**src/mifc_defines.vh**
```
// Constants of the interrupt flag and enable block: register offsets,
// bit positions, edge codes, vector codes and timing figures.
// Assumes inclusion by bare name from the controller and the testbench.
`ifndef MIFC_DEFINES_VH
`define MIFC_DEFINES_VH

// Register byte offsets on the AHB-Lite slave
`define MIFC_OFS_EDGE 8'h00
`define MIFC_OFS_PRI 8'h04
`define MIFC_OFS_SEC 8'h08
`define MIFC_OFS_GRP 8'h0c
`define MIFC_OFS_STAT 8'h10
`define MIFC_OFS_MASK 8'h14
`define MIFC_OFS_LVDLY 8'h18

// Implemented bit masks of each register
`define MIFC_EDGE_MASK 8'h03
`define MIFC_PRI_MASK 8'h7f
`define MIFC_SEC_MASK 8'hff
`define MIFC_GRP_MASK 8'hff
`define MIFC_EVT_MASK 8'h07
`define MIFC_LVDLY_MASK 8'h03

// Primary control register fields
`define MIFC_PRI_GIE 0
`define MIFC_PRI_PIN_EN 1
`define MIFC_PRI_TBA_EN 2
`define MIFC_PRI_TOUCH_EN 3
`define MIFC_PRI_PIN_F 4
`define MIFC_PRI_TBA_F 5
`define MIFC_PRI_TOUCH_F 6

// Second control register fields
`define MIFC_SEC_CA_EN 0
`define MIFC_SEC_CB_EN 1
`define MIFC_SEC_TW_EN 2
`define MIFC_SEC_GRP_EN 3
`define MIFC_SEC_CA_F 4
`define MIFC_SEC_CB_F 5
`define MIFC_SEC_TW_F 6
`define MIFC_SEC_GRP_F 7

// Group control register fields
`define MIFC_GRP_MP_EN 0
`define MIFC_GRP_MA_EN 1
`define MIFC_GRP_TBB_EN 2
`define MIFC_GRP_LV_EN 3
`define MIFC_GRP_MP_F 4
`define MIFC_GRP_MA_F 5
`define MIFC_GRP_TBB_F 6
`define MIFC_GRP_LV_F 7

// Enable-to-flag distance inside the second and group control registers
`define MIFC_FLAG_SHIFT 4

// Pin edge field codes
`define MIFC_EDGE_OFF 2'b00
`define MIFC_EDGE_RISE 2'b01
`define MIFC_EDGE_FALL 2'b10
`define MIFC_EDGE_BOTH 2'b11

// Vector codes, highest priority first
`define MIFC_VEC_PIN 3'h0
`define MIFC_VEC_TOUCH 3'h1
`define MIFC_VEC_TBA 3'h2
`define MIFC_VEC_CA 3'h3
`define MIFC_VEC_CB 3'h4
`define MIFC_VEC_TW 3'h5
`define MIFC_VEC_GRP 3'h6

// Event status bits
`define MIFC_EVT_TAKEN 0
`define MIFC_EVT_LV 1
`define MIFC_EVT_PIN 2

// AHB codes
`define MIFC_HSIZE_WORD 3'b010
`define MIFC_RESET_BYTE 8'h00

// Timing: system clock period and slow oscillator period
`define MIFC_CLK_PERIOD_NS 5
`define MIFC_LIRC_PERIOD_NS 31250
// Lowvolt delay base count in slow periods, doubled per select step
`define MIFC_LV_BASE_TICKS 5'h02

`endif

```
**src/mifc_pin_edge.v**
```verilog
// Two-flop synchroniser with rising and falling edge pulses.
// Assumes an asynchronous input and a free-running hclk.
`timescale 1ns/1ps
module mifc_pin_edge (
	// Clock and reset
	input wire hclk,
	input wire hresetn,
	// Asynchronous pin
	input wire pin_async,
	// Synchronised level and edge pulses
	output wire level,
	output wire rise,
	output wire fall
);

reg sync_a;
reg sync_b;
reg prev;

// First flop feeds only the second; edges compare second and third
always @(posedge hclk or negedge hresetn) begin
	if (!hresetn) begin
		sync_a <= 1'b0;
		sync_b <= 1'b0;
		prev <= 1'b0;
	end else begin
		sync_a <= pin_async;
		sync_b <= sync_a;
		prev <= sync_b;
	end
end

// Edge pulses last one cycle
assign level = sync_b;
assign rise = sync_b & ~prev;
assign fall = ~sync_b & prev;

endmodule // mifc_pin_edge

```
**src/mifc_irq_ctrl.v**
```verilog
// Interrupt request flags, enables, priority and vector hand-off.
// Assumes source events are one-cycle pulses on hclk, the pin and the
// lowvolt signal are asynchronous, and a single AHB-Lite master.
//
// Notes on behaviour
// - Two-bit pin edge field: off, rising, falling, or both edges.
// - Pin flag sets on a synchronised pin edge of selected type.
// - Taken enabled request diverts the core to that source's service.
// - Global enable in primary bit 0 gates every request to the core.
// - Each source has a pending flag and a separate enable bit.
// - Some sources have own vectors; the rest share the group vector.
// - Group register holds member flags; aggregate sits in second register.
// - Edge-select bits 7 to 2 read zero.
// - Touch flag bit 6, enable bit 3; primary bit 7 reads zero.
// - Timebase A flag bit 5, enable bit 2 of primary register.
// - Pin flag bit 4, enable bit 1 of primary register.
// - Counter A/B flags bits 4/5, enables bits 0/1, second register.
// - Internal source events raise their own flags.
// - Bits named by source, optional instance, then enable or flag.
// - Lowvolt flag sets after selectable delay and wakes from idle.
`timescale 1ns/1ps
`include "mifc_defines.vh"
module mifc_irq_ctrl #(
	parameter LIRC_CYCLES = `MIFC_LIRC_PERIOD_NS / `MIFC_CLK_PERIOD_NS,
	parameter DIV_W = 16
) (
	// Clock and reset
	input wire hclk,
	input wire hresetn,
	// AHB-Lite slave
	input wire hsel,
	input wire [31:0] haddr,
	input wire [1:0] htrans,
	input wire hwrite,
	input wire [2:0] hsize,
	input wire [31:0] hwdata,
	input wire hready,
	output wire hreadyout,
	output wire hresp,
	output reg [31:0] hrdata,
	// Asynchronous inputs
	input wire ext_pin,
	input wire lowvolt_out,
	// Source event pulses
	input wire touch_event,
	input wire timebase_a_event,
	input wire timebase_b_event,
	input wire counter_a_event,
	input wire counter_b_event,
	input wire twowire_event,
	input wire match_a_event,
	input wire match_p_event,
	// Core interface
	output reg cpu_irq_req,
	output reg [2:0] cpu_irq_vector,
	input wire cpu_irq_ack,
	// System outputs
	output reg wake_from_idle,
	output reg irq
);

// Register state
reg [7:0] edge_select_reg;
reg [7:0] primary_control_reg;
reg [7:0] second_control_reg;
reg [7:0] group_control_reg;
reg [7:0] event_status;
reg [7:0] event_mask;
reg [7:0] lowvolt_delay_sel;
reg [7:0] next_edge;
reg [7:0] next_pri;
reg [7:0] next_sec;
reg [7:0] next_grp;
reg [7:0] next_stat;
reg [7:0] next_mask;
reg [7:0] next_lvdly;

// Bus data-phase state
reg wr_pend;
reg [7:0] wr_addr;

// Lowvolt delay state
reg [DIV_W-1:0] lirc_div;
reg lirc_tick;
reg [4:0] lv_ticks;
reg lv_done;

// Pin and lowvolt synchronisers
wire pin_level;
wire pin_rise;
wire pin_fall;
wire lv_level;

mifc_pin_edge u_pin (
	.hclk(hclk),
	.hresetn(hresetn),
	.pin_async(ext_pin),
	.level(pin_level),
	.rise(pin_rise),
	.fall(pin_fall)
);

mifc_pin_edge u_lv (
	.hclk(hclk),
	.hresetn(hresetn),
	.pin_async(lowvolt_out),
	.level(lv_level),
	.rise(),
	.fall()
);

// Single-cycle slave, never an error
assign hreadyout = 1'b1;
assign hresp = 1'b0;

// Address phase: writes are taken only as whole words, reads of any size
wire addr_take = hsel & htrans[1] & hready;
wire wr_take = addr_take & hwrite & (hsize == `MIFC_HSIZE_WORD);
wire rd_take = addr_take & ~hwrite;
wire [7:0] wd = hwdata[7:0];

// Write strobes, decoded from the held data-phase address
wire wr_edge = wr_pend && (wr_addr == `MIFC_OFS_EDGE);
wire wr_pri = wr_pend && (wr_addr == `MIFC_OFS_PRI);
wire wr_sec = wr_pend && (wr_addr == `MIFC_OFS_SEC);
wire wr_grp = wr_pend && (wr_addr == `MIFC_OFS_GRP);
wire wr_stat = wr_pend && (wr_addr == `MIFC_OFS_STAT);
wire wr_mask = wr_pend && (wr_addr == `MIFC_OFS_MASK);
wire wr_lvdly = wr_pend && (wr_addr == `MIFC_OFS_LVDLY);

// Pin edge qualification by the selected field
wire [1:0] pin_edge_field = edge_select_reg[1:0];
reg pin_hit;
always @* begin
	case (pin_edge_field)
	`MIFC_EDGE_RISE: pin_hit = pin_rise;
	`MIFC_EDGE_FALL: pin_hit = pin_fall;
	`MIFC_EDGE_BOTH: pin_hit = pin_rise | pin_fall;
	default: pin_hit = 1'b0;
	endcase
end

// Slow-clock tick from a divider; the delay counts slow periods
always @(posedge hclk or negedge hresetn) begin
	if (!hresetn) begin
		lirc_div <= {DIV_W{1'b0}};
		lirc_tick <= 1'b0;
	end else if (lirc_div == LIRC_CYCLES[DIV_W-1:0] - 1'b1) begin
		lirc_div <= {DIV_W{1'b0}};
		lirc_tick <= 1'b1;
	end else begin
		lirc_div <= lirc_div + 1'b1;
		lirc_tick <= 1'b0;
	end
end

// Delay target doubles per step: 2, 4, 8 or 16 slow periods
wire [4:0] lv_target = `MIFC_LV_BASE_TICKS << lowvolt_delay_sel[1:0];
wire lv_fire = lv_level & ~lv_done & (lv_ticks >= lv_target);

// Low voltage must hold for the whole delay; a dip restarts it
always @(posedge hclk or negedge hresetn) begin
	if (!hresetn) begin
		lv_ticks <= 5'h00;
		lv_done <= 1'b0;
	end else if (!lv_level) begin
		lv_ticks <= 5'h00;
		lv_done <= 1'b0;
	end else if (lv_fire) begin
		lv_done <= 1'b1;
	end else if (lirc_tick && !lv_done && lv_ticks < lv_target) begin
		lv_ticks <= lv_ticks + 5'h01;
	end
end

// Hardware set terms per register
wire [7:0] pri_set;
wire [7:0] sec_set;
wire [7:0] grp_set;
wire grp_any;
assign grp_set = ({7'h00, match_p_event} << `MIFC_GRP_MP_F)
	| ({7'h00, match_a_event} << `MIFC_GRP_MA_F)
	| ({7'h00, timebase_b_event} << `MIFC_GRP_TBB_F)
	| ({7'h00, lv_fire} << `MIFC_GRP_LV_F);
// Aggregate group flag is set by any enabled member and holds until cleared
assign grp_any = |(group_control_reg[7:4] & group_control_reg[3:0]);
assign pri_set = ({7'h00, pin_hit} << `MIFC_PRI_PIN_F)
	| ({7'h00, timebase_a_event} << `MIFC_PRI_TBA_F)
	| ({7'h00, touch_event} << `MIFC_PRI_TOUCH_F);
assign sec_set = ({7'h00, counter_a_event} << `MIFC_SEC_CA_F)
	| ({7'h00, counter_b_event} << `MIFC_SEC_CB_F)
	| ({7'h00, twowire_event} << `MIFC_SEC_TW_F)
	| ({7'h00, grp_any} << `MIFC_SEC_GRP_F);

// Pending enabled requests, each flag sits four bits above its enable in the second register, three in the primary
wire [6:0] pend;
assign pend[`MIFC_VEC_PIN] = primary_control_reg[`MIFC_PRI_PIN_F] & primary_control_reg[`MIFC_PRI_PIN_EN];
assign pend[`MIFC_VEC_TOUCH] = primary_control_reg[`MIFC_PRI_TOUCH_F] & primary_control_reg[`MIFC_PRI_TOUCH_EN];
assign pend[`MIFC_VEC_TBA] = primary_control_reg[`MIFC_PRI_TBA_F] & primary_control_reg[`MIFC_PRI_TBA_EN];
assign pend[`MIFC_VEC_CA] = second_control_reg[`MIFC_SEC_CA_F] & second_control_reg[`MIFC_SEC_CA_EN];
assign pend[`MIFC_VEC_CB] = second_control_reg[`MIFC_SEC_CB_F] & second_control_reg[`MIFC_SEC_CB_EN];
assign pend[`MIFC_VEC_TW] = second_control_reg[`MIFC_SEC_TW_F] & second_control_reg[`MIFC_SEC_TW_EN];
// Group members share one vector through the aggregate flag
assign pend[`MIFC_VEC_GRP] = second_control_reg[`MIFC_SEC_GRP_F] & second_control_reg[`MIFC_SEC_GRP_EN];

// Fixed priority: lower vector code wins
reg [2:0] win_vec;
reg win_any;
always @* begin
	win_vec = `MIFC_VEC_PIN;
	win_any = 1'b1;
	if (pend[`MIFC_VEC_PIN]) begin
		win_vec = `MIFC_VEC_PIN;
	end else if (pend[`MIFC_VEC_TOUCH]) begin
		win_vec = `MIFC_VEC_TOUCH;
	end else if (pend[`MIFC_VEC_TBA]) begin
		win_vec = `MIFC_VEC_TBA;
	end else if (pend[`MIFC_VEC_CA]) begin
		win_vec = `MIFC_VEC_CA;
	end else if (pend[`MIFC_VEC_CB]) begin
		win_vec = `MIFC_VEC_CB;
	end else if (pend[`MIFC_VEC_TW]) begin
		win_vec = `MIFC_VEC_TW;
	end else if (pend[`MIFC_VEC_GRP]) begin
		win_vec = `MIFC_VEC_GRP;
	end else begin
		win_any = 1'b0;
	end
end

// Acknowledge clears the taken dedicated flag and the global enable;
// group members stay set for software, so the aggregate stays set while an enabled member flag remains
wire ack_ok = cpu_irq_ack & cpu_irq_req;
reg [7:0] pri_clr;
reg [7:0] sec_clr;
always @* begin
	pri_clr = 8'h00;
	sec_clr = 8'h00;
	if (ack_ok) begin
		pri_clr[`MIFC_PRI_GIE] = 1'b1;
		case (cpu_irq_vector)
		`MIFC_VEC_PIN: pri_clr[`MIFC_PRI_PIN_F] = 1'b1;
		`MIFC_VEC_TOUCH: pri_clr[`MIFC_PRI_TOUCH_F] = 1'b1;
		`MIFC_VEC_TBA: pri_clr[`MIFC_PRI_TBA_F] = 1'b1;
		`MIFC_VEC_CA: sec_clr[`MIFC_SEC_CA_F] = 1'b1;
		`MIFC_VEC_CB: sec_clr[`MIFC_SEC_CB_F] = 1'b1;
		`MIFC_VEC_TW: sec_clr[`MIFC_SEC_TW_F] = 1'b1;
		`MIFC_VEC_GRP: sec_clr[`MIFC_SEC_GRP_F] = 1'b1;
		default: sec_clr = 8'h00;
		endcase
	end
end

// Events for the sticky status register
wire [7:0] evt;
assign evt = ({7'h00, ack_ok} << `MIFC_EVT_TAKEN)
	| ({7'h00, lv_fire} << `MIFC_EVT_LV)
	| ({7'h00, pin_hit} << `MIFC_EVT_PIN);

// Next register values: write, then clear, then hardware set wins
always @* begin
	next_edge = wr_edge ? (wd & `MIFC_EDGE_MASK) : edge_select_reg;
	next_pri = (((wr_pri ? wd : primary_control_reg) & ~pri_clr) | pri_set) & `MIFC_PRI_MASK;
	next_sec = (((wr_sec ? wd : second_control_reg) & ~sec_clr) | sec_set) & `MIFC_SEC_MASK;
	next_grp = ((wr_grp ? wd : group_control_reg) | grp_set) & `MIFC_GRP_MASK;
	next_stat = ((event_status & ~(wr_stat ? wd : 8'h00)) | evt) & `MIFC_EVT_MASK;
	next_mask = wr_mask ? (wd & `MIFC_EVT_MASK) : event_mask;
	next_lvdly = wr_lvdly ? (wd & `MIFC_LVDLY_MASK) : lowvolt_delay_sel;
end

// Register update; every flag and enable starts cleared
always @(posedge hclk or negedge hresetn) begin
	if (!hresetn) begin
		edge_select_reg <= `MIFC_RESET_BYTE;
		primary_control_reg <= `MIFC_RESET_BYTE;
		second_control_reg <= `MIFC_RESET_BYTE;
		group_control_reg <= `MIFC_RESET_BYTE;
		event_status <= `MIFC_RESET_BYTE;
		event_mask <= `MIFC_RESET_BYTE;
		lowvolt_delay_sel <= `MIFC_RESET_BYTE;
	end else begin
		edge_select_reg <= next_edge;
		primary_control_reg <= next_pri;
		second_control_reg <= next_sec;
		group_control_reg <= next_grp;
		event_status <= next_stat;
		event_mask <= next_mask;
		lowvolt_delay_sel <= next_lvdly;
	end
end

// Core request uses post-update state, so an ack drops it at once
wire [6:0] next_pend;
assign next_pend[`MIFC_VEC_PIN] = next_pri[`MIFC_PRI_PIN_F] & next_pri[`MIFC_PRI_PIN_EN];
assign next_pend[`MIFC_VEC_TOUCH] = next_pri[`MIFC_PRI_TOUCH_F] & next_pri[`MIFC_PRI_TOUCH_EN];
assign next_pend[`MIFC_VEC_TBA] = next_pri[`MIFC_PRI_TBA_F] & next_pri[`MIFC_PRI_TBA_EN];
assign next_pend[`MIFC_VEC_CA] = next_sec[`MIFC_SEC_CA_F] & next_sec[`MIFC_SEC_CA_EN];
assign next_pend[`MIFC_VEC_CB] = next_sec[`MIFC_SEC_CB_F] & next_sec[`MIFC_SEC_CB_EN];
assign next_pend[`MIFC_VEC_TW] = next_sec[`MIFC_SEC_TW_F] & next_sec[`MIFC_SEC_TW_EN];
assign next_pend[`MIFC_VEC_GRP] = next_sec[`MIFC_SEC_GRP_F] & next_sec[`MIFC_SEC_GRP_EN];

// Vector follows the winner one cycle later; held in the ack cycle and while nothing is pending
always @(posedge hclk or negedge hresetn) begin
	if (!hresetn) begin
		cpu_irq_req <= 1'b0;
		cpu_irq_vector <= `MIFC_VEC_PIN;
	end else begin
		cpu_irq_req <= next_pri[`MIFC_PRI_GIE] & (|next_pend);
		if (win_any && !ack_ok) begin
			cpu_irq_vector <= win_vec;
		end
	end
end

// Level interrupt and wake pulse from flops
always @(posedge hclk or negedge hresetn) begin
	if (!hresetn) begin
		irq <= 1'b0;
		wake_from_idle <= 1'b0;
	end else begin
		irq <= |(next_stat & next_mask);
		wake_from_idle <= lv_fire;
	end
end

// Bus data phase bookkeeping
always @(posedge hclk or negedge hresetn) begin
	if (!hresetn) begin
		wr_pend <= 1'b0;
		wr_addr <= 8'h00;
	end else begin
		wr_pend <= wr_take;
		wr_addr <= haddr[7:0];
	end
end

// Read data captured at the address phase from post-write values,
// so a read right after a write sees the new contents
// Field names follow source, optional instance, then enable or flag
reg [7:0] rd_byte;
always @* begin
	rd_byte = 8'h00;
	if (haddr[7:0] == `MIFC_OFS_EDGE) begin
		rd_byte = next_edge;
	end else if (haddr[7:0] == `MIFC_OFS_PRI) begin
		rd_byte = next_pri;
	end else if (haddr[7:0] == `MIFC_OFS_SEC) begin
		rd_byte = next_sec;
	end else if (haddr[7:0] == `MIFC_OFS_GRP) begin
		rd_byte = next_grp;
	end else if (haddr[7:0] == `MIFC_OFS_STAT) begin
		rd_byte = next_stat;
	end else if (haddr[7:0] == `MIFC_OFS_MASK) begin
		rd_byte = next_mask;
	end else if (haddr[7:0] == `MIFC_OFS_LVDLY) begin
		rd_byte = next_lvdly;
	end else begin
		rd_byte = 8'h00; // Unmapped reads zero
	end
end

always @(posedge hclk or negedge hresetn) begin
	if (!hresetn) begin
		hrdata <= 32'h00000000;
	end else if (rd_take) begin
		hrdata <= {24'h000000, rd_byte};
	end
end

endmodule // mifc_irq_ctrl

```
**config.mk**
```make
export PLATFORM = sky130hd
export DESIGN_NAME = mifc_irq_ctrl
export DESIGN_NICKNAME = d
export VERILOG_FILES = /design/src/mifc_pin_edge.v /design/src/mifc_irq_ctrl.v
export VERILOG_INCLUDE_DIRS = /design/src
export SDC_FILE = /design/constraint.sdc
export NUM_CORES = 1
export LEC_CHECK = 0
export ABC_AREA = 1
export BUFFER_PORTS_ARGS = -buffer_cell sky130_fd_sc_hd__buf_2
export CORE_UTILIZATION = 45
export CTS_BUF_LIST = sky130_fd_sc_hd__clkbuf_4 sky130_fd_sc_hd__clkbuf_8
export CTS_CLUSTER_DIAMETER = 60
export DETAILED_ROUTE_END_ITERATION = 10
export PLACE_DENSITY = 0.79
export SKIP_LAST_GASP = 1
export SYNTH_ARGS = -nofsm -noshare
export SYNTH_HDL_FRONTEND = slang
export SYNTH_SLANG_ARGS = --single-unit
```
**constraint.sdc**
```tcl
create_clock -name hclk -period 2.5 [get_ports hclk]
set_input_delay 0.75 -clock hclk [delete_from_list [all_inputs] [get_ports hclk]]
set_output_delay 0.75 -clock hclk [all_outputs]
set_load 0.01 [all_outputs]
```
# Word level (Yosys, flattened, before mapping)
# Index checks and enable logic that the tools add are counted.
dict set report classes {
  add_sub_neg 2
  n_lt_le_gt_ge 2
  n_eq_ne 26
  shift 1
  muxes 46
  n_bitwise 52
  reduce_logical 19
}
# op n
set op_table {}
lappend op_table {{two-way mux 8 bit} 13}
lappend op_table {{equality test 8 x 5 -> 1 bit (second input constant)} 6}
lappend op_table {{equality test 8 x 4 -> 1 bit (second input constant)} 4}
lappend op_table {{two-way mux 3 bit} 9}
lappend op_table {{bitwise AND 1 bit} 25}
lappend op_table {{bitwise OR 6 x 7 -> 7 bit} 3}
lappend op_table {{two-way mux 1 bit} 18}
lappend op_table {{bitwise OR 5 x 6 -> 6 bit} 3}
lappend op_table {{adder 16 x 1 -> 16 bit (second input constant)} 1}
lappend op_table {{equality test 16 x 13 -> 1 bit (second input constant)} 1}
lappend op_table {{equality test 8 x 3 -> 1 bit (second input constant)} 2}
lappend op_table {{logical NOT 8 bit} 2}
lappend op_table {{two-way mux 16 bit} 1}
lappend op_table {{bitwise OR 7 x 8 -> 8 bit} 2}
lappend op_table {{bitwise OR 8 bit} 2}
lappend op_table {{two-way mux 5 bit} 3}
lappend op_table {{logical AND 1 bit} 10}
lappend op_table {{equality test 3 x 2 -> 1 bit (second input constant)} 3}
lappend op_table {{equality test 3 bit (second input constant)} 3}
lappend op_table {{bitwise AND 3 x 8 -> 8 bit} 1}
lappend op_table {{bitwise AND 8 bit} 1}
lappend op_table {{NOT 8 bit} 1}
lappend op_table {{OR reduction 8 bit} 1}
lappend op_table {{bitwise AND 7 bit} 1}
lappend op_table {{other kinds (25)} 32}
dict set report totals {
  register_bits 101
  input_bits 85
  word_cells 171
}

# Depth between registers and ports, before layout
dict set report depth {
  ltp_word 11
  mapped_depth 13
  mapped_depth_nobuf 13
}

# By module
# Synthesis repeated with hierarchy kept, for this count alone.
dict set report hier_totals {
  hier_cells 675
  hier_area_um2 5288.8
}
# mod instances cells_per_inst area_per_inst_um2 seq_area_each_um2
set by_module_without_submodules {}
lappend by_module_without_submodules {mifc_irq_ctrl 1 661 5108.6 2402.3}
lappend by_module_without_submodules {mifc_pin_edge 2 7 90.1 75.1}

# Worst setup path before layout
# Ideal clock, no wire load.
dict set report synth_path {
  path_type {input -> register}
  startpoint {input port haddr[1]}
  endpoint {register hrdata[7]}
  arrival_ns 1.773
  required_time_ns 2.427
  path_slack_ns 0.654
  path_stages 9
  cell_sequence {nor2_1 > nand3_1 > nor2_1 > inv_1 > o21ai_0 > nor2_1 > nand2_1 > nand2_1 > a21oi_2}
}
dict set report synth_via {
  elab_chain_cells 8
}
# element line_no
set synth_lines {}
lappend synth_lines {{from (decl)} mifc_irq_ctrl.v:32} ;# input wire [31:0] haddr,
lappend synth_lines {{equality test 8 x 5 -> 1 bit (no source line)} n/a}
lappend synth_lines {{two-way mux 8 bit} mifc_irq_ctrl.v:355} ;# end else if (haddr[7:0] == `MIFC_OFS_LVDLY) begin
lappend synth_lines {{two-way mux 8 bit} mifc_irq_ctrl.v:353} ;# end else if (haddr[7:0] == `MIFC_OFS_MASK) begin
lappend synth_lines {{two-way mux 8 bit} mifc_irq_ctrl.v:351} ;# end else if (haddr[7:0] == `MIFC_OFS_STAT) begin
lappend synth_lines {{two-way mux 8 bit} mifc_irq_ctrl.v:349} ;# end else if (haddr[7:0] == `MIFC_OFS_GRP) begin
lappend synth_lines {{two-way mux 8 bit} mifc_irq_ctrl.v:347} ;# end else if (haddr[7:0] == `MIFC_OFS_SEC) begin
lappend synth_lines {{two-way mux 8 bit} mifc_irq_ctrl.v:345} ;# end else if (haddr[7:0] == `MIFC_OFS_PRI) begin
lappend synth_lines {{two-way mux 8 bit (*)} mifc_irq_ctrl.v:343} ;# if (haddr[7:0] == `MIFC_OFS_EDGE) begin
lappend synth_lines {{to (signal assigned)} mifc_irq_ctrl.v:366} ;# hrdata <= {24'h000000, rd_byte};
lappend synth_lines {{to (decl)} mifc_irq_ctrl.v:40} ;# output reg [31:0] hrdata,
# Every way passes the cells marked *; elsewhere a longest branch is shown, timed or not.
# A chain may end at the register's enable or synchronous reset.

# Worst setup path in the final report
dict set report layout_path {
  startpoint {register wr_addr[7]}
  endpoint {register hrdata[0]}
}
# element line_no
set layout_lines {}
lappend layout_lines {{from (decl)} mifc_irq_ctrl.v:80} ;# reg [7:0] wr_addr;
lappend layout_lines {{from (signal assigned)} mifc_irq_ctrl.v:333} ;# wr_addr <= haddr[7:0];
lappend layout_lines {{equality test 8 x 3 -> 1 bit (no source line)} n/a}
lappend layout_lines {{logical AND 1 bit} mifc_irq_ctrl.v:124} ;# wire wr_pri = wr_pend && (wr_addr == `MIFC_OFS_PRI);
lappend layout_lines {{two-way mux 7 bit} mifc_irq_ctrl.v:263} ;# next_pri = (((wr_pri ? wd : primary_control_reg) & ~pri_clr) | pri_set) & `MIFC_PRI_MASK;
lappend layout_lines {{bitwise AND 7 bit} mifc_irq_ctrl.v:263}
lappend layout_lines {{bitwise OR 7 bit} mifc_irq_ctrl.v:263}
lappend layout_lines {{via next_pri[0]} mifc_irq_ctrl.v:71} ;# reg [7:0] next_pri;
lappend layout_lines {{two-way mux 8 bit} mifc_irq_ctrl.v:345}
lappend layout_lines {{two-way mux 8 bit} mifc_irq_ctrl.v:343}
# The timed path passes the listed nets, and every way through them passes these cells.

==> flow_summary.yaml <==
floorplan:
  core_area_um2: 11400
  ioPinCount: 125
  die_h_um: 110
  die_area_um2: 12100
  initial_core_util_pct: 46.0
  die_width_um: 110
  rows: 39
critical_path:
  crit_type: "reg2reg"
  cp-end-kind: "flip-flop"
  crit_start: "wr_addr[7]"
  critPathLaunchType: "flip-flop"
  cp.required_ns: 2.75
  rr_startpoint: "wr_addr[7]"
  crit_fanout: 8
  arrival_ns: 2.27
grt:
  grt_pass1_wl_um: 18100
  overflow: 0
  grt_start_max_net_pins: 53
  grt_pass1_vias: 3821
  antenna_found_initial: 0
  grt_util_all_layers_pct: 19.8
clocking:
  clk_latency_ns: 0.37
  cts_sinks: 101
  htreeDepth: 3
  post_cts_buffers: 0
  clk_pin_slew_ns: 0.11
  cts-root-buf: "clkbuf_8"
  cts.repair.resized: 0
  cts_made_buffers: 9
  cts_tree: "done"
  ctsLongestPathBuffers: 2
  hold_buffers: 0
sta:
  rsz0062_at_grt: "false"
  period_needed_ns: 2.02
  max-slew-margin-rel_pct: 59.6
  max_slew.worst_pin.slew_ns: 0.603
  maxSlewViolCount: 0
  clock_skew_ns: 0.0134
  period_share_pct: 80.7
  finalSetupTns_ns: 0
  finalHoldViolCount: 0
  fmax_ghz: 0.496
  whs_ns: 0.315
  setup_viol: 0
cells_and_area:
  largest_register_ffs: 16
  largest_register: "lirc_div"
  final_common_cell: "nand2_1"
  area_delta_synth_final_pct: 10.6
  num-nets-final: 822
  antennaDiodeCount: 0
  fin_util_pct: 50.9
  fin_area_um2: 5810
  final_cell_mix: "nand2_1 (177), inv_1 (106), dfrtp_1 (101)"
  layout-drive-gt1-share_pct: 13.5
synth:
  synth_seq_cells: 101
  netlist_area_um2: 5250
  synthSimpleGateAreaFrac_pct: 30.3
  yosysTopAreaCell: "dfrtp_1"
  synthXorXnorAreaFrac_pct: 0.834
  synth_warnings: 0
  synthAdderAreaFrac_pct: 2.14
  ys.flop_type: "dfrtp_1"
  synth_mux_area_share_pct: 0
  synth_top_area_share_pct: 48.1
  synth_cells: 664
  syn_area_per_cell_um2: 7.91
  synth_compound_area_share_pct: 6.53
  ys_async_sr_fraction_pct: 100
  synth-seq-area-share_pct: 48.1
  synth_edf_count: 0
  synth_top_family_by_area: "simple AND/OR/NAND/NOR gates"
  synth.area.top_cells: "dfrtp_1 (48%), nand2_1 (13%), inv_1 (7.6%), nand3_1 (6.3%), buf_4 (3.7%)"
  yosysUniqueCellTypes: 43
drt:
  vias_per_cell: 4.95
  drtIter0Drc: 307
  dr.pass1.iters: 7
  drt-wirelength-per-cell_um: 12.7
  drc: 0
  routed_wl_um: 11100
  antenna_left: 0
  vias: 4337
power_and_ir_drop:
  finalPower_mw: 2.84
  peakVddDrop_mv: 0.373
  cellLeakagePower_nw: 3.18
  pwr_density_cell_nw_per_um2: 488
outcome:
  status: "complete, no violations"
placed_design:
  dp.final_hpwl_um: 8520
  placed_area_um2: 5630
  place_congestion: 0.899
  portBuffers: 49
min_path:
  hp-class: "in2async"
job:
  drv_cap: 0
-- cells in the mapped netlist (all sizes together), types with 3 or more instances --
cell and instances:
nand2 184, inv 107, dfrtp 101, nand3 66, nor2 57, buf 29, o21ai 29, a21oi 20
nor3 15, and2 12, nand4 10, ha 9, xor2 4, nand3b 3
-- worst paths after layout --
check	slack (ns)	cells after the start	end
max	0.48	10	hrdata[0]
min in group hclk	0.35	0	u_lv.level
max in group asynchronous	1.55	2	lirc_div[10]
min	0.32	1	cpu_irq_vector[2]
min reg2reg	0.35	0	u_lv.level
max reg2reg	0.48	10	hrdata[0]
-- through the flow --
| step | setup slack, ns | instances |
|---|---|---|
| finish | 0.482 | 876 |
| detailed placement | 0.215 | 860 |
| global route | 0.273 | 876 |
| CTS | 0.496 | 876 |
| global placement | 0.245 | 860 |
| floorplan | 0.654 | 688 |
-- worst max-delay path, stage by stage (launching register included) --
cell	delay, ns
dfrtp_1	0.40
nor2_2	0.16
nand2_2	0.08
nor2_4	0.27
nand2_1	0.26
o21ai_1	0.23
nor2_1	0.09
nand2_1	0.06
nand2_1	0.05
o21bai_1	0.23
nand2_1	0.07
-- where the power goes --
group	switching, mW	internal [mW]
registers	0.0156	1.66
clock network	0.600	0.376
logic	0.132	0.0566
total	0.748	2.09
-- final cells by class --
class	instances	area [µm²]
tap	143	179
timing repair buffer	58	328
inverter	108	405
clock inverter	7	57.6
sequential	101	2530
clock buffer	9	124
fill	1098	5610
multi-input combinational	450	2190
-- cells by family after synthesis --
logic type	count (synthesis)
other cells	2
compound gates	59
buf+inv	137
flops	101
fa+ha+maj	9
xor+xnor	5
simple gates	351
-- layer usage --
layer  track usage, %  part of all wire, %
met3             3.70                  5.4
met1             28.2                   48
met4             7.90                  1.9
met5                0                    0
met2             29.6                   45
(Power assumes the default switching activity.)
